--- src/rtl/ofcb_map.vh ---
`ifndef OFCB_MAP_VH
`define OFCB_MAP_VH
// ****************************************
// register addresses (upper nibble of word)
// ****************************************
`define OFCB_ADDR_REG1      4'h1
`define OFCB_ADDR_REG4      4'h4
`define OFCB_ADDR_REG5      4'h5
`define OFCB_ADDR_REGD      4'hD
`define OFCB_ADDR_RF_FILT   4'hE
`define OFCB_ADDR_PD_FILT   4'hF
// ****************************************
// word field positions
// ****************************************
`define OFCB_ADDR_MSB       15
`define OFCB_ADDR_LSB       12
`define OFCB_NF_BIT         9
`define OFCB_EQ_BIT         8
`define OFCB_BOOST_BIT      7
`define OFCB_CORNER_MSB     6
`define OFCB_CORNER_LSB     0
`define OFCB_LL_MSB         5
`define OFCB_LL_LSB         3
`define OFCB_LPF_MSB        2
`define OFCB_LPF_LSB        0
`define OFCB_SERVO_OFF_BIT  11
`define OFCB_RT_MSB         2
`define OFCB_RT_LSB         0
`define OFCB_DAC_MSB        7
`define OFCB_DAC_LSB        0
// ****************************************
// reset values and used-bit masks
// ****************************************
`define OFCB_RF_RESET       10'h000
`define OFCB_PD_RESET       6'h00
`define OFCB_RF_MASK        16'h03FF
`define OFCB_PD_MASK        16'h003F
`endif

--- src/rtl/ofcb_config_bank.v ---
`timescale 1ns/1ps
`include "ofcb_map.vh"
module ofcb_config_bank #(
	parameter WORD_W = 16,                         // control word width
	parameter CORNER_W = 7                         // rf corner code width
) (
	input  wire                clk_i,              // system clock
	input  wire                nrst_i,             // power-on reset, active low
	input  wire                wr_stb_i,           // one-cycle word strobe
	input  wire [WORD_W-1:0]   wr_word_i,          // control word
	input  wire                extended_map_select_i, // extended field meanings
	input  wire                power_on_control_i, // host power-on command
	input  wire                short_laser_cmd_i,  // short-wave laser command
	input  wire                long_laser_cmd_i,   // long-wave laser command
	input  wire                sum_input_select_i, // data path source
	input  wire                focus_offset_dac_on_i, // focus dac enable
	input  wire [7:0]          channel_polarity_switch_i, // 2 bits per channel
	input  wire                dac_split_i,        // 1 = independent left/right
	output reg  [WORD_W-1:0]   rf_filter_settings_o,  // rf filter readback
	output reg  [WORD_W-1:0]   phase_detector_filter_settings_o, // pd readback
	output reg                 noise_filter_on_o,  // noise filter enable
	output reg                 equalizer_on_o,     // equalizer enable
	output reg                 boost_select_o,     // boost high
	output reg  [CORNER_W-1:0] rf_corner_code_o,   // shared corner code
	output reg  [2:0]          leadlag_start_code_o, // lead/lag start
	output reg  [2:0]          phase_lowpass_code_o, // low-pass corner
	output reg                 powered_state_o,    // device powered
	output reg                 short_wave_laser_status_o, // laser status
	output reg                 long_wave_laser_status_o,  // laser status
	output reg                 short_laser_supply_o, // laser supply enable
	output reg                 long_laser_supply_o,  // laser supply enable
	output reg                 servo_outputs_off_mode_o, // servo-off mode
	output reg  [3:0]          focus_output_oe_n_o, // focus a..d drive, low = driven
	output reg                 radial_output_one_oe_n_o, // low = driven
	output reg                 radial_output_two_oe_n_o, // low = driven
	output reg  [2:0]          radial_tracking_mode_o, // tracking mode
	output reg                 phase_tracking_detector_on_o, // tracker active
	output reg                 sum_path_select_o,  // 1 = sum inputs feed data
	output reg                 focus_offset_apply_o, // dac adds to focus
	output reg  [3:0]          channel_pass_o,     // per channel pass
	output reg  [3:0]          channel_invert_o,   // per channel invert
	output reg  [7:0]          left_offset_dac_o,  // left rf offset value
	output reg  [7:0]          right_offset_dac_o  // right rf offset value
);

	// ****************************************
	// word decode
	// ****************************************
	wire [3:0] addr = wr_word_i[`OFCB_ADDR_MSB:`OFCB_ADDR_LSB];
	wire       wr_rf = wr_stb_i & (addr == `OFCB_ADDR_RF_FILT);
	wire       wr_pd = wr_stb_i & (addr == `OFCB_ADDR_PD_FILT);
	wire       wr_r1 = wr_stb_i & (addr == `OFCB_ADDR_REG1);
	wire       wr_r4 = wr_stb_i & (addr == `OFCB_ADDR_REG4);
	wire       wr_r5 = wr_stb_i & (addr == `OFCB_ADDR_REG5);
	wire       wr_rd = wr_stb_i & (addr == `OFCB_ADDR_REGD);

	// stored fields
	reg [9:0] rf_reg;                  // rf filter fields
	reg [5:0] pd_reg;                  // pd filter fields
	reg [2:0] rt_reg;                  // tracking mode
	reg [7:0] dac4_reg;                // offset dac register 4
	reg [7:0] dac5_reg;                // offset dac register 5
	reg       servo_off_reg;           // servo-off mode bit
	reg       pwr_reg;                 // synchronised power state

	// ****************************************
	// register writes
	// ****************************************
	always @(posedge clk_i) begin
		if (!nrst_i) begin
			rf_reg        <= `OFCB_RF_RESET;
			pd_reg        <= `OFCB_PD_RESET;
			rt_reg        <= 3'h0;
			dac4_reg      <= 8'h00;
			dac5_reg      <= 8'h00;
			servo_off_reg <= 1'b0;
			pwr_reg       <= 1'b0;     // start in standby
		end else begin
			pwr_reg <= power_on_control_i;
			if (wr_rf) begin
				// bits 11,10 dropped
				rf_reg <= wr_word_i[9:0];
			end
			if (wr_pd) begin
				// bits 11..6 dropped
				pd_reg <= wr_word_i[`OFCB_LL_MSB:`OFCB_LPF_LSB];
			end
			if (wr_r1) begin
				rt_reg <= wr_word_i[`OFCB_RT_MSB:`OFCB_RT_LSB];
			end
			if (wr_r4) begin
				dac4_reg <= wr_word_i[`OFCB_DAC_MSB:`OFCB_DAC_LSB];
			end
			if (wr_r5) begin
				dac5_reg <= wr_word_i[`OFCB_DAC_MSB:`OFCB_DAC_LSB];
			end
			if (wr_rd) begin
				servo_off_reg <= wr_word_i[`OFCB_SERVO_OFF_BIT];
			end
		end
	end

	// ****************************************
	// per channel switch decode
	// ****************************************
	// code 01 pass, 11 invert, 00/10 block
	// pass and invert are exclusive, so a channel never does both
	wire [3:0] pass_next;              // decoded pass
	wire [3:0] inv_next;               // decoded invert
	genvar     ch;                     // channel index
	generate
		for (ch = 0; ch < 4; ch = ch + 1) begin : g_chan
			// low bit set, high bit clear: straight through
			assign pass_next[ch] = channel_polarity_switch_i[2*ch] &
			                       ~channel_polarity_switch_i[2*ch+1];
			// both bits set: sign flipped
			assign inv_next[ch]  = channel_polarity_switch_i[2*ch] &
			                       channel_polarity_switch_i[2*ch+1];
		end
	endgenerate

	// ****************************************
	// readback images
	// ****************************************
	// rebuild each filter word with its own address on top
	// unused bits always read back as zero, whatever was written
	always @(posedge clk_i) begin
		if (!nrst_i) begin
			rf_filter_settings_o             <= 16'h0000; // cleared image
			phase_detector_filter_settings_o <= 16'h0000; // cleared image
		end else begin
			// rf bits 11,10 show zero
			rf_filter_settings_o             <= {`OFCB_ADDR_RF_FILT, 2'b00, rf_reg};
			// pd bits 11..6 show zero
			phase_detector_filter_settings_o <= {`OFCB_ADDR_PD_FILT, 6'h00, pd_reg};
		end
	end

	// ****************************************
	// filter controls
	// ****************************************
	// fields only mean something in the extended map, and standby
	// parks the whole filter section so nothing half-configured runs
	wire filt_live = extended_map_select_i & pwr_reg;

	// equalizer, noise filter and shared corner code
	always @(posedge clk_i) begin
		if (!nrst_i) begin
			noise_filter_on_o <= 1'b0;             // filter off
			equalizer_on_o    <= 1'b0;             // equalizer off
			boost_select_o    <= 1'b0;             // low boost
			rf_corner_code_o  <= {CORNER_W{1'b0}}; // lowest corner
		end else if (filt_live) begin
			// live settings follow the stored word
			noise_filter_on_o <= rf_reg[`OFCB_NF_BIT];
			equalizer_on_o    <= rf_reg[`OFCB_EQ_BIT];
			boost_select_o    <= rf_reg[`OFCB_BOOST_BIT];
			// one code drives both filters' corner
			rf_corner_code_o  <= rf_reg[`OFCB_CORNER_MSB:`OFCB_CORNER_LSB];
		end else begin
			// parked: everything back to its quiet value
			noise_filter_on_o <= 1'b0;
			equalizer_on_o    <= 1'b0;
			boost_select_o    <= 1'b0;
			rf_corner_code_o  <= {CORNER_W{1'b0}};
		end
	end

	// phase detector lead/lag and low-pass codes
	always @(posedge clk_i) begin
		if (!nrst_i) begin
			leadlag_start_code_o <= 3'h0; // lowest start
			phase_lowpass_code_o <= 3'h0; // lowest corner
		end else if (filt_live) begin
			// codes above the listed ones pass through unchanged
			leadlag_start_code_o <= pd_reg[`OFCB_LL_MSB:`OFCB_LL_LSB];
			phase_lowpass_code_o <= pd_reg[`OFCB_LPF_MSB:`OFCB_LPF_LSB];
		end else begin
			// parked codes
			leadlag_start_code_o <= 3'h0;
			phase_lowpass_code_o <= 3'h0;
		end
	end

	// ****************************************
	// power and lasers
	// ****************************************
	// a laser only lights, and only reports lit, while powered
	// supply and status share the same term so they never disagree
	always @(posedge clk_i) begin
		if (!nrst_i) begin
			powered_state_o           <= 1'b0; // standby
			short_laser_supply_o      <= 1'b0; // supply off
			long_laser_supply_o       <= 1'b0; // supply off
			short_wave_laser_status_o <= 1'b0; // reads off
			long_wave_laser_status_o  <= 1'b0; // reads off
		end else begin
			// second stage of the power path
			powered_state_o           <= pwr_reg;
			// supplies cut in standby
			short_laser_supply_o      <= short_laser_cmd_i & pwr_reg;
			long_laser_supply_o       <= long_laser_cmd_i & pwr_reg;
			// status needs command and power
			short_wave_laser_status_o <= short_laser_cmd_i & pwr_reg;
			long_wave_laser_status_o  <= long_laser_cmd_i & pwr_reg;
		end
	end

	// ****************************************
	// servo output enables
	// ****************************************
	// servo pins let go in servo-off mode so a second front end can
	// drive the same lines; standby lets go as well
	wire servo_release = servo_off_reg | ~pwr_reg;

	always @(posedge clk_i) begin
		if (!nrst_i) begin
			servo_outputs_off_mode_o <= 1'b0; // normal mode
			focus_output_oe_n_o      <= 4'hF; // all released
			radial_output_one_oe_n_o <= 1'b1; // released
			radial_output_two_oe_n_o <= 1'b1; // released
		end else begin
			// mode bit mirrored out
			servo_outputs_off_mode_o <= servo_off_reg;
			// all four focus pins together
			focus_output_oe_n_o      <= {4{servo_release}};
			// both radial pins together
			radial_output_one_oe_n_o <= servo_release;
			radial_output_two_oe_n_o <= servo_release;
		end
	end

	// ****************************************
	// tracking
	// ****************************************
	// mode zero leaves the phase tracker idle
	always @(posedge clk_i) begin
		if (!nrst_i) begin
			radial_tracking_mode_o       <= 3'h0; // idle mode
			phase_tracking_detector_on_o <= 1'b0; // tracker idle
		end else begin
			// field copied straight out
			radial_tracking_mode_o       <= rt_reg;
			// any nonzero mode runs the tracker while powered
			phase_tracking_detector_on_o <= pwr_reg & (rt_reg != 3'h0);
		end
	end

	// ****************************************
	// data path and focus dac
	// ****************************************
	// source choice is kept in standby; only the dac is gated
	always @(posedge clk_i) begin
		if (!nrst_i) begin
			sum_path_select_o    <= 1'b0; // diode inputs
			focus_offset_apply_o <= 1'b0; // dac not added
		end else begin
			// 0 diodes, 1 sum pair
			sum_path_select_o    <= sum_input_select_i;
			// dac adds only when enabled and powered
			focus_offset_apply_o <= focus_offset_dac_on_i & pwr_reg;
		end
	end

	// ****************************************
	// channel switches
	// ****************************************
	// decoded per channel above, registered here
	always @(posedge clk_i) begin
		if (!nrst_i) begin
			channel_pass_o   <= 4'h0; // all blocked
			channel_invert_o <= 4'h0; // none inverted
		end else begin
			channel_pass_o   <= pass_next;
			channel_invert_o <= inv_next;
		end
	end

	// ****************************************
	// offset dacs
	// ****************************************
	// shared mode feeds both sides from register 4; split mode gives
	// the right side its own value from register 5
	always @(posedge clk_i) begin
		if (!nrst_i) begin
			left_offset_dac_o  <= 8'h00; // zero offset
			right_offset_dac_o <= 8'h00; // zero offset
		end else begin
			// left always from register 4
			left_offset_dac_o  <= dac4_reg;
			if (dac_split_i) begin
				// independent right value
				right_offset_dac_o <= dac5_reg;
			end else begin
				// shared with left
				right_offset_dac_o <= dac4_reg;
			end
		end
	end

endmodule // ofcb_config_bank

--- config.mk ---
export PLATFORM = sky130hd
export DESIGN_NAME = ofcb_config_bank
export DESIGN_NICKNAME = d
export VERILOG_FILES = /design/src/rtl/ofcb_config_bank.v
export VERILOG_INCLUDE_DIRS = /design/src /design/src/rtl
export SDC_FILE = /design/constraint.sdc
export NUM_CORES = 1
export LEC_CHECK = 0
export BUFFER_PORTS_ARGS = -buffer_cell sky130_fd_sc_hd__buf_4
export CORE_MARGIN = 5
export CORE_UTILIZATION = 48
export DETAILED_ROUTE_END_ITERATION = 16
export PLACE_DENSITY = 0.78
export SLEW_MARGIN = 25
export SYNTH_ARGS = -nofsm -noshare
export SYNTH_HDL_FRONTEND = slang
export SYNTH_SLANG_ARGS = --single-unit
--- constraint.sdc ---
create_clock -name clk_i -period 1.33 [get_ports clk_i]
set_clock_uncertainty 0.05 [all_clocks]
set_input_delay 0.133 -clock clk_i [delete_from_list [all_inputs] [get_ports clk_i]]
set_output_delay 0.133 -clock clk_i [all_outputs]
set_load 0.02 [all_outputs]
==> results.cfg, run 1 <==
[setup_path]
worstPathRequired_ps = 1530
path_cells = dlygate4sd3_1, buf_4, nand2_1, nor2_1, dlygate4sd3_1
critPathKind = primary input to register
cp_max_fo = 2
reg2regPathDepth = 2
critPathSlowestCell = dlygate4sd3_1
start_kind = primary input
crit_top_cell = dlygate4sd3_1
critPathMaxStageDelay_ps = 550
crit_arrival_ps = 1460
end_kind = register

[global_routing]
grt_pass1_wl_um = 12200
first_global_vias = 2409
grt_max_degree = 26
grtUsageMet1_pct = 20.8
antenna_found_initial = 0
grt-busiest-layer = met2
grt_overflow_total = 0
track_usage_pct = 17.8
use_met3_pct = 3.45
grtUsageMet2_pct = 31.0

[place]
place_area_mm2 = 0.00425
pre_cts_ws_ps = -12.8
place.gp.congestion = 0.778
port_buffers = 113
hpwl_um = 5360

[power_and_ir_drop]
p_per_area_mw_per_mm2 = 1220
p_leak_nw = 2.25
seq_power_share_pct = 55.9
p_comb_share_pct = 7.6
intPower_mw = 4.53
p_sw_share_pct = 20.9
max-vdd-ir-drop_uv = 670
power.switching_mw = 1.20
clkPwrFrac_pct = 36.5

[worst_hold_path]
hold_path_class = primary input to register
holdPathStages = 3

[sta]
fin_ws_ps = 65.0
hold_violations = 0
worst-slew-pin-transition_ps = 527
finalSetupViolations = 0
fin_setup_tns_ps = 0
min_period_ps = 1270
rsz0062_at_grt = false
slew_viol_final = 0
max_freq_mhz = 791
max_slew_margin_pct = 64.9
period_share_pct = 95.1

[finish]
final_common_cell = buf_4
final_net_count = 475
final_area_mm2 = 0.00467
largest_reg_flops = 11
synthToLayoutAreaGrowth_pct = 37.8
fillers = 546
final_cell_mix = buf_4 (121), dfxtp_1 (105), and2_1 (36)
diodes = 0
drive_gt1_share_pct = 31.3

[routing]
drt-pass1-iter-count = 4
via_count = 2501
drt_iter0_drc = 85
drc_errors = 0
detail-route-antenna-nets = 0
wl_um = 7640
wl_per_cell_um = 14.1
drt-vias-per-instance = 4.63

[floorplan]
design.core.area_mm2 = 0.00683
io_pins = 124
die-area_mm2 = 0.00885
fp.dieH_um = 94.1
initial_core_util_pct = 49.7
die_w_um = 94.1
rows = 30

[yosys]
ys_warn_count = 0
ys_types = 23
avgSynthCellArea_um2 = 10.8
netlist_instances = 315
ys_seq_area_share_pct = 61.9
syn-cell-area_mm2 = 0.00339
synth_top_cell_area_share_pct = 61.9
ys_seq_elements = 105
synth.area.top_cells = dfxtp_1 (62%), mux2i_1 (8.0%), and2_1 (6.6%), buf_4 (5.1%), nand2_1 (3.8%)
yosysTopAreaCell = dfxtp_1

[clocking]
clk-insertion-delay-late_ps = 350
cts_root_buffer = clkbuf_8
cts_buffers = 9
htreeDepth = 3
clk_path_buf_depth = 2
clk_pin_slew_ps = 90
cts_sinks = 105
post_cts_buffers = 0
cts_tree = done

[run]
cap_viol_max_count = 0

[outcome]
outcome = completed
-- critical path, delay by kind of cell --
family | cells | cell delay (ps)
and+or+nand+nor | 2 | 90
buffers and inverters | 3 | 1240
-- stage by stage --
stage	instances	hold WS [ps]	power, mW	util, %
finish	540	31.6	5.72	68.4
CTS	540	21.8	5.78	68.4
floorplan	323	111	3.50	-
detailed placement	505	250	3.66	62.2
global route	540	29.3	5.98	68.4
global placement	505	244	3.65	62.2
-- logic make-up after synthesis --
kind of cell           count (synthesis)  share of synthesized area, %
other                                  1                         0.111
and+or+nand+nor                       99                          16.0
AOI/OAI and AO/OA                     35                          6.08
buffers and inverters                 48                          7.93
DFF                                  105                          61.9
muxes                                 27                          7.96
-- worst paths after layout --
check	startpoint	end	slack (ps)
hold / removal	wr_word_i[12]	rf_reg[7]$_SDFFE_PN0P_	30
hold reg to reg	servo_off_reg$_SDFFE_PN0P_	radial_output_two_oe_n_o$_SDFF_PN1_	390
setup reg to reg	pwr_reg$_SDFF_PN0_	boost_select_o$_SDFF_PN0_	140
setup / recovery	channel_polarity_switch_i[6]	channel_pass_o[3]$_SDFF_PN0_	60
-- power by group through the flow --
| stage | registers, mW | logic [mW] | clock network, mW |
|---|---|---|---|
| 3_3_place_gp | 3.27 | 0.381 | 0 |
| 2_1_floorplan | 3.31 | 0.198 | 0 |
| 6_report | 3.20 | 0.436 | 2.09 |
| 3_5_place_dp | 3.28 | 0.385 | 0 |
| 5_1_grt | 3.21 | 0.469 | 2.30 |
| 4_1_cts | 3.20 | 0.434 | 2.14 |
-- synth_stat cells (all sizes together) --
master  instances
nor2b           8
and3            8
nand3b          1
mux2i          27
nor4b           1
nand2b          2
nor2            5
o21ai          23
nand3           1
buf            25
clkbuf         11
or3             1
dfxtp         105
nand4           1
nand2          34
o31a            1
conb            1
and2           36
inv            12
o31ai          11
or2             1
-- layer usage --
| metal | routed length (um) | vias to the layer above |
|---|---|---|
| met5 | 0 | - |
| met1 | 2980 | 1157 |
| met2 | 4000 | 85 |
| met3 | 504 | 15 |
| li1 | - | 1244 |
| met4 | 153 | 0 |
-- area by class of cell --
class	instances	area (um2)	share of cell area, %
flip-flops and latches	105	2100	45.0
repair buffers	143	1140	24.4
multi-input cells	170	1050	22.5
clock buffers	11	151	3.24
well taps	96	120	2.57
clock inverters	3	65.1	1.39
inverters	12	45.0	0.964
-- what timing repair did --
action	4_1_cts	5_1_grt
hold endpoints to repair	17	0
setup endpoints to repair	0	0
resized for setup	0	0
hold buffers	21	0
No activity file was read; power rests on OpenSTA's default activity.
==> run 2, diff against run 1 <==
MAX_ROUTING_LAYER = met4   (was unset)
==> run 2 against run 1 <==
Against the previous run: sequential power about the same; flip-flop and latch count unchanged; clock power about the same; core utilization unchanged; total power about the same; critical path depth unchanged; combinational power about the same; die area unchanged; worst setup slack got worse by 0.76 ps; fmax about the same; count of clock-buffer cells in the layout unchanged; via count decreased by 0.24%; critical endpoint unchanged; largest power group unchanged; highest routed layer unchanged.
==> results.cfg, run 2 (same netlist as run 1, synthesis figures left out) <==
[routing]
drc_errors = 0
drt_iter0_drc = 76
drt-vias-per-instance = 4.62
wl_per_cell_um = 14.2
detail-route-antenna-nets = 0
wl_um = 7650
drt-pass1-iter-count = 4
via_count = 2495

[place]
port_buffers = 113
hpwl_um = 5360
place.gp.congestion = 0.789
place_area_mm2 = 0.00425
place_inst = 505

[finish]
final_area_mm2 = 0.00467
largest_reg_flops = 11
final_cell_mix = buf_4 (121), dfxtp_1 (105), and2_1 (36)
drive_gt1_share_pct = 31.3
fillers = 546
final_net_count = 475
synthToLayoutAreaGrowth_pct = 37.8
final_common_cell = buf_4
layout.cells.non_filler = 540
diodes = 0

[clocking]
clk-insertion-delay-late_ps = 350
clk_pin_slew_ps = 90
cts_hold_buf = 21
cts_buffers = 9
post_cts_buffers = 0
cts_sinks = 105
cts.repair.resized = 0
cts_tree = done
htreeDepth = 3
clk_path_buf_depth = 2
cts_root_buffer = clkbuf_8

[global_routing]
grt_pass1_wl_um = 12100
antenna_found_initial = 0
grt_overflow_total = 0
grt_max_degree = 26
first_global_vias = 2402
track_usage_pct = 18.2

[worst_hold_path]
hold_path_class = primary input to register
worstHoldStart = wr_word_i[12]
min_to = rf_reg[7]$_SDFFE_PN0P_
holdPathStages = 3

[power_and_ir_drop]
power.switching_mw = 1.20
p_per_area_mw_per_mm2 = 1220
max-vdd-ir-drop_uv = 669
intPower_mw = 4.53
seq_power_share_pct = 56.0
p_leak_nw = 2.25
clkPwrFrac_pct = 36.4
p_comb_share_pct = 7.6
p_sw_share_pct = 20.9
p_total_mw = 5.72

[setup_path]
reg2regPathDepth = 2
critical_path.startpoint = channel_polarity_switch_i[6]
rrSetupSlack_ps = 140
critPathMaxStageDelay_ps = 550
critPathSlowestCell = dlygate4sd3_1
worstPathRequired_ps = 1520
crit_top_cell = dlygate4sd3_1
r2r_start = pwr_reg$_SDFF_PN0_
end_kind = register
path_cells = dlygate4sd3_1, buf_4, nand2_1, nor2_1, dlygate4sd3_1
start_kind = primary input
critPathKind = primary input to register
r2r_end = boost_select_o$_SDFF_PN0_
cp_max_fo = 2
crit_arrival_ps = 1460

[sta]
timing.hold.ws_ps = 31.9
min_period_ps = 1270
finalSetupViolations = 0
max_freq_mhz = 790
hold_violations = 0
worst-slew-pin-transition_ps = 531
rsz0062_at_grt = false
max_slew_margin_pct = 64.6
period_share_pct = 95.2
fin_setup_tns_ps = 0
slew_viol_final = 0

[floorplan]
rows = 30
initial_core_util_pct = 49.7
io_pins = 124
die-area_mm2 = 0.00885
design.core.area_mm2 = 0.00683
die_w_um = 94.1
fp.dieH_um = 94.1

[run]
cap_viol_max_count = 0

[outcome]
outcome = completed
-- run 2: cell counts in the layout (fill, tap and decap cells not counted) --
No cell type changed its count.
-- run 2: critical path, delay by kind of cell --
family	cells	cell delay [ps]
and+or+nand+nor	2	90
buffers and inverters	3	1240
-- run 2: layout make-up --
cell class                 instances  area, um2  share of cell area, %
sequential                       105       2100                   45.0
multi-input combinational        170       1050                   22.5
timing repair buffer             143       1140                   24.4
clock buffer                      11        151                   3.24
inverter                          12       45.0                  0.964
clock inverter                     3       65.1                   1.39
tap                               96        120                   2.57
-- run 2: worst max path at each step --
stage / endpoint
floorplan: dac4_reg[1]$_SDFFE_PN0P_
global placement: dac4_reg[3]$_SDFFE_PN0P_
detailed placement: dac4_reg[3]$_SDFFE_PN0P_
CTS: channel_pass_o[1]$_SDFF_PN0_
global route: channel_pass_o[3]$_SDFF_PN0_
finish: channel_pass_o[3]$_SDFF_PN0_
-- run 2: power groups by stage --
| stage | sequential [mW] | clock [mW] | combinational, mW |
|---|---|---|---|
| floorplan | 3.31 | 0 | 0.198 |
| global placement | 3.27 | 0 | 0.381 |
| detailed placement | 3.28 | 0 | 0.385 |
| CTS | 3.20 | 2.14 | 0.434 |
| global route | 3.21 | 2.30 | 0.468 |
| finish | 3.20 | 2.08 | 0.436 |
-- run 2: stage by stage --
step | setup slack (ps) | utilization (%)
CTS | 119 | 68.4
floorplan | 279 | -
finish | 64.2 | 68.4
detailed placement | -12.8 | 62.2
global placement | -2.71 | 62.2
global route | 25.9 | 68.4
-- run 2: per-layer routing --
layer	up-vias	share of wire [%]	global-route usage, %
met2	91	52	31.0
li1	1244	-	-
met4	0	2.2	8.06
met1	1145	39	21.1
met5	-	0	-
met3	15	7.0	2.88
